--- src/rtl/art_pkg.sv ---
// Register map, field layout and constants of the auto-reload PWM timer
package art_pkg;

    // ----------------------------------------------------------------
    // Register word indices (byte address is four times the index)
    // ----------------------------------------------------------------
    localparam logic [7:0] IDX_DUTY_CH1 = 8'h14;
    localparam logic [7:0] IDX_DUTY_CH0 = 8'h15;
    localparam logic [7:0] IDX_PWM_CTRL = 8'h16;
    localparam logic [7:0] IDX_TIMER_CSR = 8'h17;
    localparam logic [7:0] IDX_COUNTER = 8'h18;
    localparam logic [7:0] IDX_RELOAD = 8'h19;
    localparam logic [7:0] IDX_CAPTURE_CSR = 8'h1A;
    localparam logic [7:0] IDX_CAPTURE_1 = 8'h1B;
    localparam logic [7:0] IDX_CAPTURE_2 = 8'h1C;
    localparam logic [7:0] IDX_TB_COUNT = 8'h1D;
    localparam logic [7:0] IDX_TB_CSR = 8'h1E;

    // ----------------------------------------------------------------
    // Field positions
    // ----------------------------------------------------------------
    localparam int CSR_EXT_CLOCK_SELECT = 7;
    localparam int CSR_CC_LO = 4;
    localparam int CSR_CC_HI = 6;
    localparam int CSR_RUN = 3;
    localparam int CSR_FORCE = 2;
    localparam int CSR_OIE = 1;
    localparam int CSR_OVF = 0;
    localparam int PWM_OE_LO = 4;
    localparam int PWM_OE_HI = 5;
    localparam int PWM_POL_LO = 0;
    localparam int PWM_POL_HI = 1;
    localparam int CAP_EDGE_LO = 4;
    localparam int CAP_EDGE_HI = 5;
    localparam int CAP_IE_LO = 2;
    localparam int CAP_IE_HI = 3;
    localparam int CAP_FLAG_LO = 0;
    localparam int CAP_FLAG_HI = 1;
    localparam int TB_CHAIN = 6;
    localparam int TB_OVF = 5;
    localparam int TB_ITE = 4;
    localparam int TB_RUN = 3;
    localparam int TB_PR_LO = 0;
    localparam int TB_PR_HI = 2;

    // ----------------------------------------------------------------
    // Values
    // ----------------------------------------------------------------
    localparam logic [7:0] BYTE_RESET = 8'h00;
    localparam logic [7:0] BYTE_MAX = 8'hFF;
    localparam logic [7:0] BYTE_ZERO = 8'h00;
    localparam logic [7:0] BYTE_ONE = 8'h01;
    localparam logic [6:0] ART_PRE_RESET = 7'h00;
    localparam logic [2:0] SYNC_RESET = 3'h0;
    localparam logic [3:0] TB_TAP_OFFSET = 4'h1;
    localparam logic [23:0] RD_PAD = 24'h000000;

endpackage

--- src/rtl/art_timer.sv ---
// Auto-reload PWM timer with input capture, timebase unit and Wishbone slave
//
// Function
// RULE1: ext_clock_select picks CPU clock (0) or external clock (1) for prescaler.
// RULE2: Counter clock is prescaler input divided by two to counter_clock_divider.
// RULE3: counter_run_enable low freezes prescaler and counter; high lets them count.
// RULE4: Writing force_reload loads reload_value and clears prescaler; reads as zero.
// RULE5: Overflow request is overflow_flag and overflow_irq_enable.
// RULE6: Overflow_flag sets on FFh wrap to reload; clears on status read.
// RULE7: Counter register reads live count; writes load counter even while running.
// RULE8: Writing the counter register also clears the prescaler.
// RULE9: On overflow reload the counter and switch PWM outputs to polarity level.
// RULE10: reload_value sets PWM period and resolution; zero gives full eight bits.
// RULE11: Each pwm_output_enable bit connects its channel to its pin.
// RULE12: Output high while count at or below compare_shadow, low above; polarity inverts.
// RULE13: Polarity change inverts output at once.
// RULE14: Duty FFh holds output at 0, duty 00h holds it at 1.
// RULE15: Each duty_value sets its second edge; first edge is common overflow.
// RULE16: compare_shadow hidden; loaded from duty_value at each overflow.
// RULE17: capture_edge_select 0 triggers on falling edge, 1 on rising edge.
// RULE18: capture_irq_enable lets its capture_flag raise a request.
// RULE19: capture_flag sets on capture; clears on capture status read.
// RULE20: A capture latches the live counter into capture_value.
// RULE21: capture_value is frozen after capture until capture status is read.
// RULE22: timebase_run_enable resumes timebase counting at selected rate.
// RULE23: timebase_divider_select codes 000..111 divide by 2 up to 256.
// RULE24: Timebase wrap FFh to 00h sets flag; request when timebase_irq_enable.
// RULE25: Timebase count accepts writes at any time.
// RULE26: Chaining makes timebase the high byte clocked by the reload counter.
// RULE27: External clock and capture pins are synchronised to the CPU clock.
//
// The Wishbone interface to the registers was decided locally.
`timescale 1ns/1ps
`default_nettype none

module art_timer
    import art_pkg::*;
#(
    parameter int ADDR_WIDTH = 8
) (
    input wire logic CLOCK,
    input wire logic NRST,
    input wire logic WB_CYC_I,
    input wire logic WB_STB_I,
    input wire logic WB_WE_I,
    input wire logic [ADDR_WIDTH-1:0] WB_ADR_I,
    input wire logic [3:0] WB_SEL_I,
    input wire logic [31:0] WB_DAT_I,
    output logic [31:0] WB_DAT_O,
    output logic WB_ACK_O,
    input wire logic EXT_CLOCK_IN,
    input wire logic [1:0] CAPTURE_IN,
    output logic [1:0] PWM_OUT,
    output logic [1:0] PWM_OE,
    output logic ART_IRQ,
    output logic TB_IRQ
);

    // ----------------------------------------------------------------
    // Helpers
    // ----------------------------------------------------------------
    // True when the low n bits of a prescaler are all ones
    function automatic logic tap_hit(input logic [7:0] pre, input logic [3:0] n);
        logic [7:0] mask;
        mask = 8'(({8'h00, BYTE_ONE} << n) - 16'h0001);
        return (pre & mask) == mask;
    endfunction

    // ----------------------------------------------------------------
    // Registers
    // ----------------------------------------------------------------
    logic [7:0] duty [2];
    logic [7:0] pwm_ctrl;
    logic ext_clock_select;
    logic [2:0] counter_clock_divider;
    logic counter_run_enable;
    logic overflow_irq_enable;
    logic overflow_flag;
    logic [7:0] counter;
    logic [6:0] art_pre;
    logic [7:0] reload_value;
    logic [1:0] capture_edge_select;
    logic [1:0] capture_irq_enable;
    logic [1:0] capture_flag;
    logic [7:0] capture_value [2];
    logic [7:0] compare_shadow [2];
    logic [7:0] timebase_count;
    logic [7:0] tb_pre;
    logic chain_enable;
    logic timebase_ovf;
    logic timebase_irq_enable;
    logic timebase_run_enable;
    logic [2:0] timebase_divider_select;
    logic [2:0] ext_sync;
    logic ext_level;
    logic [2:0] cap_sync [2];
    logic [1:0] cap_level;

    // ----------------------------------------------------------------
    // Wishbone decode
    // ----------------------------------------------------------------
    // Registered ack: one wait state, then ack for exactly one cycle
    wire bus_req = WB_CYC_I & WB_STB_I;
    wire bus_fire = bus_req & WB_ACK_O;
    wire [ADDR_WIDTH-3:0] word_idx = WB_ADR_I[ADDR_WIDTH-1:2];
    wire [7:0] wdata = WB_DAT_I[7:0];
    wire wr_ok = bus_fire & WB_WE_I & WB_SEL_I[0];
    wire rd_ok = bus_fire & ~WB_WE_I;
    wire hit_duty1 = word_idx == (ADDR_WIDTH-2)'(IDX_DUTY_CH1);
    wire hit_duty0 = word_idx == (ADDR_WIDTH-2)'(IDX_DUTY_CH0);
    wire hit_pwm = word_idx == (ADDR_WIDTH-2)'(IDX_PWM_CTRL);
    wire hit_csr = word_idx == (ADDR_WIDTH-2)'(IDX_TIMER_CSR);
    wire hit_cnt = word_idx == (ADDR_WIDTH-2)'(IDX_COUNTER);
    wire hit_rel = word_idx == (ADDR_WIDTH-2)'(IDX_RELOAD);
    wire hit_ccsr = word_idx == (ADDR_WIDTH-2)'(IDX_CAPTURE_CSR);
    wire hit_cap1 = word_idx == (ADDR_WIDTH-2)'(IDX_CAPTURE_1);
    wire hit_cap2 = word_idx == (ADDR_WIDTH-2)'(IDX_CAPTURE_2);
    wire hit_tbc = word_idx == (ADDR_WIDTH-2)'(IDX_TB_COUNT);
    wire hit_tbs = word_idx == (ADDR_WIDTH-2)'(IDX_TB_CSR);
    wire wr_csr = wr_ok & hit_csr;
    wire wr_cnt = wr_ok & hit_cnt;
    wire force_reload = wr_csr & wdata[CSR_FORCE];
    wire rd_csr = rd_ok & hit_csr;
    wire rd_ccsr = rd_ok & hit_ccsr;
    wire rd_tbs = rd_ok & hit_tbs;

    wire [7:0] csr_view = {ext_clock_select, counter_clock_divider, counter_run_enable,
                           1'b0, overflow_irq_enable, overflow_flag}; // RULE4
    wire [7:0] ccsr_view = {2'b00, capture_edge_select, capture_irq_enable, capture_flag};
    wire [7:0] tbs_view = {1'b0, chain_enable, timebase_ovf, timebase_irq_enable,
                           timebase_run_enable, timebase_divider_select};
    wire [7:0] rd_mux = hit_duty1 ? duty[1] :
                        hit_duty0 ? duty[0] :
                        hit_pwm ? pwm_ctrl :
                        hit_csr ? csr_view :
                        hit_cnt ? counter : // RULE7
                        hit_rel ? reload_value :
                        hit_ccsr ? ccsr_view :
                        hit_cap1 ? capture_value[0] :
                        hit_cap2 ? capture_value[1] :
                        hit_tbc ? timebase_count :
                        hit_tbs ? tbs_view : BYTE_ZERO;

    // Read data is frozen in the wait state so read-to-clear drops only what was shown
    always_ff @(posedge CLOCK) begin
        if (!NRST) begin
            WB_ACK_O <= 1'b0;
            WB_DAT_O <= {RD_PAD, BYTE_RESET};
        end else begin
            WB_ACK_O <= bus_req & ~WB_ACK_O;
            if (bus_req & ~WB_ACK_O) begin
                WB_DAT_O <= {RD_PAD, rd_mux};
            end
        end
    end
    wire [7:0] shown = WB_DAT_O[7:0];

    // ----------------------------------------------------------------
    // Pin synchronisers
    // ----------------------------------------------------------------
    // A level counts once the second and third stages agree
    wire ext_agree = ext_sync[1] == ext_sync[2];
    wire ext_rise = ext_agree & ext_sync[2] & ~ext_level;

    always_ff @(posedge CLOCK) begin
        if (!NRST) begin
            ext_sync <= SYNC_RESET;
            ext_level <= 1'b0;
        end else begin
            ext_sync <= {ext_sync[1:0], EXT_CLOCK_IN}; // RULE27
            if (ext_agree) begin
                ext_level <= ext_sync[2];
            end
        end
    end

    // ----------------------------------------------------------------
    // Auto-reload counter
    // ----------------------------------------------------------------
    wire input_tick = ext_clock_select ? ext_rise : 1'b1; // RULE1
    wire pre_step = counter_run_enable & input_tick; // RULE3
    wire count_tick = pre_step & tap_hit({1'b0, art_pre}, {1'b0, counter_clock_divider}); // RULE2
    wire overflow = count_tick & (counter == BYTE_MAX) & ~wr_cnt & ~force_reload;
    wire [7:0] counter_inc = 8'(counter + BYTE_ONE);
    wire [7:0] next_counter = wr_cnt ? wdata : // RULE7
                              force_reload ? reload_value : // RULE4
                              overflow ? reload_value : // RULE9
                              count_tick ? counter_inc : counter;
    wire [6:0] next_art_pre = (wr_cnt | force_reload) ? ART_PRE_RESET : // RULE8
                              pre_step ? 7'(art_pre + 7'h01) : art_pre;

    always_ff @(posedge CLOCK) begin
        if (!NRST) begin
            counter <= BYTE_RESET;
            art_pre <= ART_PRE_RESET;
        end else begin
            counter <= next_counter;
            art_pre <= next_art_pre;
        end
    end

    // Set wins over a read-to-clear in the same cycle
    wire next_overflow_flag = overflow | (overflow_flag & ~(rd_csr & shown[CSR_OVF])); // RULE6

    always_ff @(posedge CLOCK) begin
        if (!NRST) begin
            ext_clock_select <= 1'b0;
            counter_clock_divider <= 3'h0;
            counter_run_enable <= 1'b0;
            overflow_irq_enable <= 1'b0;
            overflow_flag <= 1'b0;
        end else begin
            overflow_flag <= next_overflow_flag;
            if (wr_csr) begin
                ext_clock_select <= wdata[CSR_EXT_CLOCK_SELECT];
                counter_clock_divider <= wdata[CSR_CC_HI:CSR_CC_LO];
                counter_run_enable <= wdata[CSR_RUN];
                overflow_irq_enable <= wdata[CSR_OIE];
            end
        end
    end

    // ----------------------------------------------------------------
    // Plain software registers
    // ----------------------------------------------------------------
    always_ff @(posedge CLOCK) begin
        if (!NRST) begin
            duty[0] <= BYTE_RESET;
            duty[1] <= BYTE_RESET;
            pwm_ctrl <= BYTE_RESET;
            reload_value <= BYTE_RESET;
            capture_edge_select <= 2'h0;
            capture_irq_enable <= 2'h0;
        end else begin
            if (wr_ok & hit_duty0) begin
                duty[0] <= wdata;
            end
            if (wr_ok & hit_duty1) begin
                duty[1] <= wdata;
            end
            if (wr_ok & hit_pwm) begin
                pwm_ctrl <= {2'b00, wdata[PWM_OE_HI:PWM_OE_LO], 2'b00, wdata[PWM_POL_HI:PWM_POL_LO]};
            end
            if (wr_ok & hit_rel) begin
                reload_value <= wdata; // RULE10
            end
            if (wr_ok & hit_ccsr) begin
                capture_edge_select <= wdata[CAP_EDGE_HI:CAP_EDGE_LO];
                capture_irq_enable <= wdata[CAP_IE_HI:CAP_IE_LO];
            end
        end
    end

    // ----------------------------------------------------------------
    // PWM and capture channels
    // ----------------------------------------------------------------
    wire [1:0] pwm_polarity = pwm_ctrl[PWM_POL_HI:PWM_POL_LO];

    for (genvar ch = 0; ch < 2; ch++) begin : g_chan
        // Shadow follows duty only at overflow so a mid-period change cannot glitch
        wire [7:0] next_shadow = overflow ? duty[ch] : compare_shadow[ch]; // RULE16
        // Level computed from next state so the overflow edge and the pin move together
        wire base_level = (next_shadow == BYTE_MAX) ? 1'b0 : // RULE14
                          (next_shadow == BYTE_ZERO) ? 1'b1 :
                          (next_counter <= next_shadow); // RULE12 RULE15
        wire next_pwm = base_level ^ pwm_polarity[ch]; // RULE9 RULE13

        wire cap_agree = cap_sync[ch][1] == cap_sync[ch][2];
        wire cap_new = cap_sync[ch][2];
        wire cap_edge = cap_agree & (cap_new != cap_level[ch]) &
                        (cap_new == capture_edge_select[ch]); // RULE17
        wire cap_take = cap_edge & ~capture_flag[ch]; // RULE21
        wire cap_clear = rd_ccsr & shown[CAP_FLAG_LO + ch];

        always_ff @(posedge CLOCK) begin
            if (!NRST) begin
                compare_shadow[ch] <= BYTE_RESET;
                PWM_OUT[ch] <= 1'b0;
                cap_sync[ch] <= SYNC_RESET;
                cap_level[ch] <= 1'b0;
                capture_flag[ch] <= 1'b0;
                capture_value[ch] <= BYTE_RESET;
            end else begin
                compare_shadow[ch] <= next_shadow;
                PWM_OUT[ch] <= next_pwm;
                cap_sync[ch] <= {cap_sync[ch][1:0], CAPTURE_IN[ch]}; // RULE27
                if (cap_agree) begin
                    cap_level[ch] <= cap_new;
                end
                capture_flag[ch] <= cap_edge | (capture_flag[ch] & ~cap_clear); // RULE19
                if (cap_take) begin
                    capture_value[ch] <= counter; // RULE20
                end
            end
        end
    end

    assign PWM_OE = pwm_ctrl[PWM_OE_HI:PWM_OE_LO]; // RULE11

    // ----------------------------------------------------------------
    // Timebase unit
    // ----------------------------------------------------------------
    wire wr_tbs = wr_ok & hit_tbs;
    wire tb_own_tick = tap_hit(tb_pre, 4'({1'b0, timebase_divider_select} + TB_TAP_OFFSET)); // RULE23
    wire tb_tick = timebase_run_enable & (chain_enable ? overflow : tb_own_tick); // RULE22 RULE26
    wire tb_wrap = tb_tick & (timebase_count == BYTE_MAX) & ~(wr_ok & hit_tbc);
    wire [7:0] next_tb_count = (wr_ok & hit_tbc) ? wdata : // RULE25
                               tb_tick ? 8'(timebase_count + BYTE_ONE) : timebase_count;
    // Stopped timebase keeps its count but restarts its prescaler
    wire [7:0] next_tb_pre = timebase_run_enable ? 8'(tb_pre + BYTE_ONE) : BYTE_ZERO;
    wire next_tb_ovf = tb_wrap | (timebase_ovf & ~(rd_tbs & shown[TB_OVF])); // RULE24

    always_ff @(posedge CLOCK) begin
        if (!NRST) begin
            timebase_count <= BYTE_RESET;
            tb_pre <= BYTE_RESET;
            timebase_ovf <= 1'b0;
            chain_enable <= 1'b0;
            timebase_irq_enable <= 1'b0;
            timebase_run_enable <= 1'b0;
            timebase_divider_select <= 3'h0;
        end else begin
            timebase_count <= next_tb_count;
            tb_pre <= next_tb_pre;
            timebase_ovf <= next_tb_ovf;
            if (wr_tbs) begin
                chain_enable <= wdata[TB_CHAIN];
                timebase_irq_enable <= wdata[TB_ITE];
                timebase_run_enable <= wdata[TB_RUN];
                timebase_divider_select <= wdata[TB_PR_HI:TB_PR_LO];
            end
        end
    end

    // ----------------------------------------------------------------
    // Interrupt requests
    // ----------------------------------------------------------------
    assign ART_IRQ = (overflow_flag & overflow_irq_enable) | // RULE5
                     |(capture_flag & capture_irq_enable); // RULE18
    assign TB_IRQ = timebase_ovf & timebase_irq_enable; // RULE24

endmodule

`default_nettype wire

--- config.mk ---
export PLATFORM = sky130hd
export DESIGN_NAME = art_timer
export DESIGN_NICKNAME = d
export VERILOG_FILES = /design/src/rtl/art_pkg.sv /design/src/rtl/art_timer.sv
export SDC_FILE = /design/constraint.sdc
export NUM_CORES = 1
export LEC_CHECK = 0
export ABC_AREA = 1
export BUFFER_PORTS_ARGS = -buffer_cell sky130_fd_sc_hd__buf_2
export CORE_ASPECT_RATIO = 0.7
export CORE_UTILIZATION = 50
export DETAILED_ROUTE_END_ITERATION = 7
export GPL_TIMING_DRIVEN = 1
export MAX_ROUTING_LAYER = met4
export PLACE_DENSITY = 0.7
export SYNTH_ARGS = -nofsm -noshare
export SYNTH_HDL_FRONTEND = slang
export SYNTH_SLANG_ARGS = --single-unit
export TNS_END_PERCENT = 20
--- constraint.sdc ---
create_clock -name CLOCK -period 7.4 [get_ports CLOCK]
set_clock_uncertainty 0.1 [all_clocks]
set_input_delay 0.74 -clock CLOCK [delete_from_list [all_inputs] [get_ports CLOCK]]
set_output_delay 0.74 -clock CLOCK [all_outputs]
set_load 0.05 [all_outputs]
# Word-level counts from Yosys, hierarchy flattened
# Memory sizes are Yosys's and may differ from the RTL's.
# Index checks and enable logic that the tools add are counted.
[totals]
register_bits = 80
latchBits = 0
ramBits = 54
romBits = 0
inputBits = 52
out_inout_bits = 39
n_memories = 4
[memory_table]
columns = ["memory", "depth", "width", "read_ports", "rd_ports_with_merged_regs", "wr", "line", "text"]
rows = [
  ["capture_value", 2, 8, 2, 0, 2, "art_timer.sv:85", "logic [7:0] capture_value [2];"],
  ["compare_shadow", 2, 8, 2, 0, 2, "art_timer.sv:86", "logic [7:0] compare_shadow [2];"],
  ["duty", 2, 8, 2, 0, 2, "art_timer.sv:72", "logic [7:0] duty [2];"],
  ["cap_sync", 2, 3, 2, 0, 2, "art_timer.sv:96", "logic [2:0] cap_sync [2];"],
]
[op_classes]
n_addsub = 7
n_mul = 0
n_div = 0
n_lt_le_gt_ge = 2
eq_ne = 24
n_shift = 2
mux = 47
bitwise = 77
reduce_logical = 6
[op_table]
columns = ["cell", "count"]
rows = [
  ["2-to-1 mux 8 bit", 24],
  ["== test 6 x 5 -> 1 bit (second input constant)", 11],
  ["bitwise AND 1 bit", 45],
  ["== test 8 bit (second input constant)", 4],
  ["adder 8 x 1 -> 8 bit (second input constant)", 3],
  ["2-to-1 mux 1 bit", 20],
  ["== test 8 bit", 2],
  ["less-or-equal comparator 8 bit", 2],
  ["logical NOT 8 bit", 2],
  ["subtractor 8 x 1 -> 8 bit (second input constant)", 2],
  ["OR 1 bit", 14],
  ["NOT 1 bit", 13],
  ["bitwise AND 7 x 8 -> 8 bit", 1],
  ["bitwise AND 8 bit", 1],
  ["left shift 1 x 3 -> 8 bit (first input constant)", 1],
  ["left shift 1 x 4 -> 8 bit (first input constant)", 1],
  ["adder 7 x 1 -> 7 bit (second input constant)", 1],
  ["2-to-1 mux 7 bit", 1],
  ["2-to-1 mux 3 bit", 2],
  ["== test 1 bit", 5],
  ["adder 3 x 1 -> 4 bit (second input constant)", 1],
  ["OR reduction 2 bit", 2],
  ["bitwise AND 2 bit", 1],
  ["inequality test 1 bit", 2],
  ["3 further kinds", 4],
]

# Depth between registers and ports, before layout
[depth]
word_depth = 16
depth_mapped = 25
depth_no_buf = 24

# Worst setup path after synthesis
# Ideal clock, no wire load.
[synth_timing]
path_type = "input -> register"
startpoint = "input port WB_CYC_I"
endpoint = "register PWM_OUT[0]"
arrival_ns = 3.079
required_time_ns = 7.185
setup_slack_ns = 4.106
stages = 21
path_buffers = 1
cell_sequence = "nand3_1 nor2_4 nand4_2 nand2_2 nor2_4 nand2_4 buf_8 nand2_2 a21oi_1 o21ai_0 o21ai_0 inv_1 ha_1 nand2_1 o21ai_0 a21oi_1 nand3b_1 a31oi_1 nand2_1 a21oi_1 nor2_1"
[synth_via]
elab_chain_len = 15
[synth_rtl]
columns = ["item", "line", "text"]
rows = [
  ["start, declared", "art_timer.sv:43", "input wire logic WB_CYC_I,"],
  ["bitwise AND 1 bit *", "art_timer.sv:103", "wire bus_req = WB_CYC_I & WB_STB_I;"],
  ["bitwise AND 1 bit *", "art_timer.sv:104", "wire bus_fire = bus_req & WB_ACK_O;"],
  ["bitwise AND 1 bit * (2 in series)", "art_timer.sv:107", "wire wr_ok = bus_fire & WB_WE_I & WB_SEL_I[0];"],
  ["bitwise AND 1 bit, on equally long branches", "art_timer.sv:121, art_timer.sv:120", ""],
  ["NOT 1 bit / bitwise AND 1 bit (equally long branches)", "art_timer.sv:183, art_timer.sv:122", ""],
  ["bitwise AND 1 bit / NOT 1 bit (equally long branches)", "art_timer.sv:183", "wire overflow = count_tick & (counter == BYTE_MAX) & ~wr_cnt & ~force_reload;"],
  ["bitwise AND 1 bit", "art_timer.sv:183", ""],
  ["2-to-1 mux 8 bit", "art_timer.sv:187", "overflow ? reload_value :"],
  ["2-to-1 mux 8 bit", "art_timer.sv:186", "force_reload ? reload_value :"],
  ["2-to-1 mux 8 bit *", "art_timer.sv:185", "wire [7:0] next_counter = wr_cnt ? wdata :"],
  ["via next_counter[2]", "art_timer.sv:185", ""],
  ["less-or-equal comparator 8 bit *", "art_timer.sv:265", "(next_counter <= next_shadow);"],
  ["2-to-1 mux 1 bit *", "art_timer.sv:264", "(next_shadow == BYTE_ZERO) ? 1'b1 :"],
  ["2-to-1 mux 1 bit *", "art_timer.sv:263", "wire base_level = (next_shadow == BYTE_MAX) ? 1'b0 :"],
  ["bitwise XOR 1 bit *", "art_timer.sv:266", "wire next_pwm = base_level ^ pwm_polarity[ch];"],
  ["end signal, assigned by index", "art_timer.sv:285", "PWM_OUT[ch] <= next_pwm;"],
  ["end, declared", "art_timer.sv:53", "output logic [1:0] PWM_OUT,"],
]
# Mark *: on every way through the listed nets, which the timed path passes. The rest lies on a longest branch.
# A chain may end at the register's enable or synchronous reset.

# Final worst setup path
[layout_timing]
startpoint = "input port WB_ADR_I[5]"
endpoint = "register PWM_OUT[1]"
[layout_via]
elab_chain_len = 12
[layout_rtl]
columns = ["item", "line", "text"]
rows = [
  ["start, declared", "art_timer.sv:46", "input wire logic [ADDR_WIDTH-1:0] WB_ADR_I,"],
  ["== test 6 x 5 -> 1 bit, on equally long branches", "art_timer.sv:113, art_timer.sv:112", ""],
  ["bitwise AND 1 bit, on equally long branches", "art_timer.sv:121, art_timer.sv:120", ""],
  ["NOT 1 bit / bitwise AND 1 bit (equally long branches)", "art_timer.sv:183, art_timer.sv:122", ""],
  ["bitwise AND 1 bit / NOT 1 bit (equally long branches)", "art_timer.sv:183", ""],
  ["bitwise AND 1 bit", "art_timer.sv:183", ""],
  ["2-to-1 mux 8 bit", "art_timer.sv:187", ""],
  ["2-to-1 mux 8 bit", "art_timer.sv:186", ""],
  ["2-to-1 mux 8 bit *", "art_timer.sv:185", ""],
  ["via next_counter[1]", "art_timer.sv:185", ""],
  ["less-or-equal comparator 8 bit *", "art_timer.sv:265", ""],
  ["2-to-1 mux 1 bit *", "art_timer.sv:264", ""],
  ["2-to-1 mux 1 bit *", "art_timer.sv:263", ""],
  ["bitwise XOR 1 bit *", "art_timer.sv:266", ""],
]
# Marks and branches as above.

==> metrics.yaml <==
seq_area_frac_synth_pct: 41.98
hold_start: "ext_sync[0]"
yosysWarnings: 0
cts_buffers: 17
synth-seq-cells: 134
crit_start: "WB_ADR_I[5]"
clk-insertion-delay-late_ns: 0.42
final_cell_mix: "nand2_1, inv_1, nor2_1"
power.total_mw: 1.707
setup_slack_ns: 3.394
clkTransAtPathRegs_ns: 0.06
start_kind: "input pin"
syn_inst: 942
p_clk_share_pct: 50.3
r2r_start: "ext_sync[1]"
hold_viol: 0
status: "finished, violations left"
via_count: 6450
cp_common_cell: "inv_1"
htreeDepth: 4
grt_pass1_vias: 5613
arrival_ns: 4.22
p_switching_mw: 0.4046
worstPathMaxFanout: 13
synth_ff_type: "dfxtp_1"
ys_types: 55
pwr-share-seq_pct: 44.6
fin_crit_ns: 4.006
dr.pass1.iters: 8
drt_iter0_markers: 706
setup_tns_ns: 0
port_buffers: 37
final_nets: 1050
required_ns: 7.61
hold_class: "reg -> reg"
coreArea_mm2: 0.01392
cts_max_path_buffers: 2
ir_drop_uv: 145.6
rows: 36
insertedDiodeCount: 0
cts-resized-gates: 0
slew_headroom_pct: 19.79
final_common_cell: "nand2_1"
finalMaxSlewViolations: 0
syn2layout_area_growth_pct: 11.40
route.detailed.drc: 1
clock-sinks: 134
dp_hpwl_um: 14190
synth_area_leader_cell: "dfxtp_1"
grt_use_total_pct: 28.24
routed_via_density: 5.466
drt_wl_total_um: 19470
wl_per_cell_um: 16.50
die-area_mm2: 0.01480
synthTopCellsByArea: "dfxtp_1, edfxtp_1, nand2_1"
worstSetupEndpointType: "flip-flop"
fin_crit_sh_pct: 54.14
antenna_left: 0
cap_violations: 0
syn-cell-area_mm2: 0.007153
grt_pass1_wl_um: 30640
critPathTopFamily: "simple AND/OR/NAND/NOR gates"
post_cts.repair.setup_buffers: 0
cp_slowest_cell: "nor2_1"
pre_cts_ws_ns: 3.043
crit_buf_inv: 5
cts_hold_buf: 0
swShare_pct: 23.70
grt_max_degree: 56
die_w_um: 145.0
failed_checks: "design-rule violations"
gr-total-overflow: 0
place_congestion: 0.9712
max_freq_mhz: 249.6
synth_top_area_share_pct: 28.55
intPower_mw: 1.303
clockRootBuffer: "clkbuf_16"
critPathKind: "in -> reg"
worstMarginPinSlew_ns: 1.191
crit_chain: "buf_2, inv_1, nand2_1, nor2_1, inv_1, nor2_4, inv_1, nor2_1, a21oi_2, inv_1, a21oi_1, a22oi_1, ha_1, a21oi_1, o21ai_0, a21oi_1, nand3b_1, a31oi_1, nand2_1, nand3_1, nand2_1, nor2_1"
rsz0062_at_grt: "no"
start_util_pct: 51.39
grt_antenna_before_repair: 0
setup_viol: 0
ioPinCount: 91
die_y_um: 102.1
layout-drive-gt1-share_pct: 12.22
cts_tree: "done"
async_flop_share_pct: 0
power_frac_comb_pct: 5.0
critPathMaxStageDelay_ns: 0.64
avgSynthCellArea_um2: 7.594
synth_enable_flop_cells: 32
p_leak_nw: 3.407
powerDensity_mw_per_mm2: 214.2
-- power groups by stage --
stage	Sequential, mW	Combinational, mW	Clock [mW]
after floorplan	0.781	0.0662	0
after global placement	0.778	0.0845	0
after detailed placement	0.778	0.0850	0
after CTS	0.762	0.0853	0.863
after global routing	0.763	0.0920	0.897
final	0.762	0.0862	0.859
-- synthesized netlist by cell type, drive strengths merged, types with 2 or more instances --
cell	n
a211oi	3
a21boi	2
a21oi	94
a221oi	2
a31oi	3
buf	35
clkbuf	13
dfxtp	102
edfxtp	32
ha	21
inv	113
nand2	209
nand3	40
nand3b	9
nand4	11
nor2	118
nor3	15
nor3b	2
o2111ai	4
o211ai	7
o21ai	73
o21bai	2
o22ai	6
o31ai	2
or2	2
xor2	12
-- layout make-up --
type,count,area (um^2)
clock buffer,26,564.3
clock inverter,6,50.05
fill,1316,5949
inverter,114,427.9
multi-input combinational,669,3471
sequential,134,3003
tap,190,237.7
timing repair buffer,41,215.2
-- cell families (layout without fill, tap and decap cells) --
family                   after synthesis  count (layout)  share of synthesized area, %
AO/OA/AOI/OAI                        203             203                         15.62
XOR/XNOR                              13              13                         1.592
adder cells (fa/ha/maj)               21              21                         3.673
buffers and inverters                162             187                         10.70
flip-flops                           134             134                         41.98
other                                  1              24                       0.05242
AND/OR/NAND/NOR                      408             408                         26.38
-- state kept, by name (all words and copies together), names as in the netlist, 4 cells and up --
signal / cells
counter: 8
capture_value: 16
reload_value: 8
art_pre: 7
cap_sync: 6
duty: 16
timebase_count: 8
compare_shadow: 16
WB_DAT_O: 8
pwm_ctrl: 4
tb_pre: 8
-- worst register-to-register path, cell delays in order, from the launching register on --
cell	delay, ns
dfxtp_1	0.33
ha_1	0.14
nand2_1	0.06
nand2_1	0.10
nand3_1	0.09
nor2_1	0.14
nand2_2	0.26
nor2_4	0.44
nand2_4	0.26
nand2_2	0.26
o21ai_0	0.10
o21ai_0	0.11
inv_1	0.12
ha_1	0.29
nand2_1	0.06
o21ai_0	0.16
a21oi_1	0.08
nand3b_1	0.16
a31oi_1	0.17
nand2_1	0.12
nand3_1	0.08
nand2_1	0.05
nor2_1	0.11
-- final timing paths --
kind                                    end  slack, ns  cells after the start
worst max-delay path             PWM_OUT[1]       3.39                     22
worst min-delay path            ext_sync[1]       0.31                      2
worst max register to register   PWM_OUT[1]       3.53                     22
worst min register to register  ext_sync[1]       0.31                      2
-- per-layer routing --
metal  track usage, %  wire length [um]  vias up
li1                 -                 -     3128
met3            6.295              2071       42
met5                -                 0        -
met1            40.68              9065     2959
met4            9.574               443        0
met2            38.39              7894      321
-- metrics by stage --
stage	utilization (%)	hold slack, ns	std cells	cell area [um^2]
finish	57.25	0.3109	1180	7969
detailed placement	52.84	0.3000	1148	7355
global route	57.25	0.3363	1180	7969
floorplan	-	0.2905	965	7239
CTS	57.25	0.3158	1180	7969
global placement	52.84	0.2995	1148	7355
(Power assumes the default switching activity.)
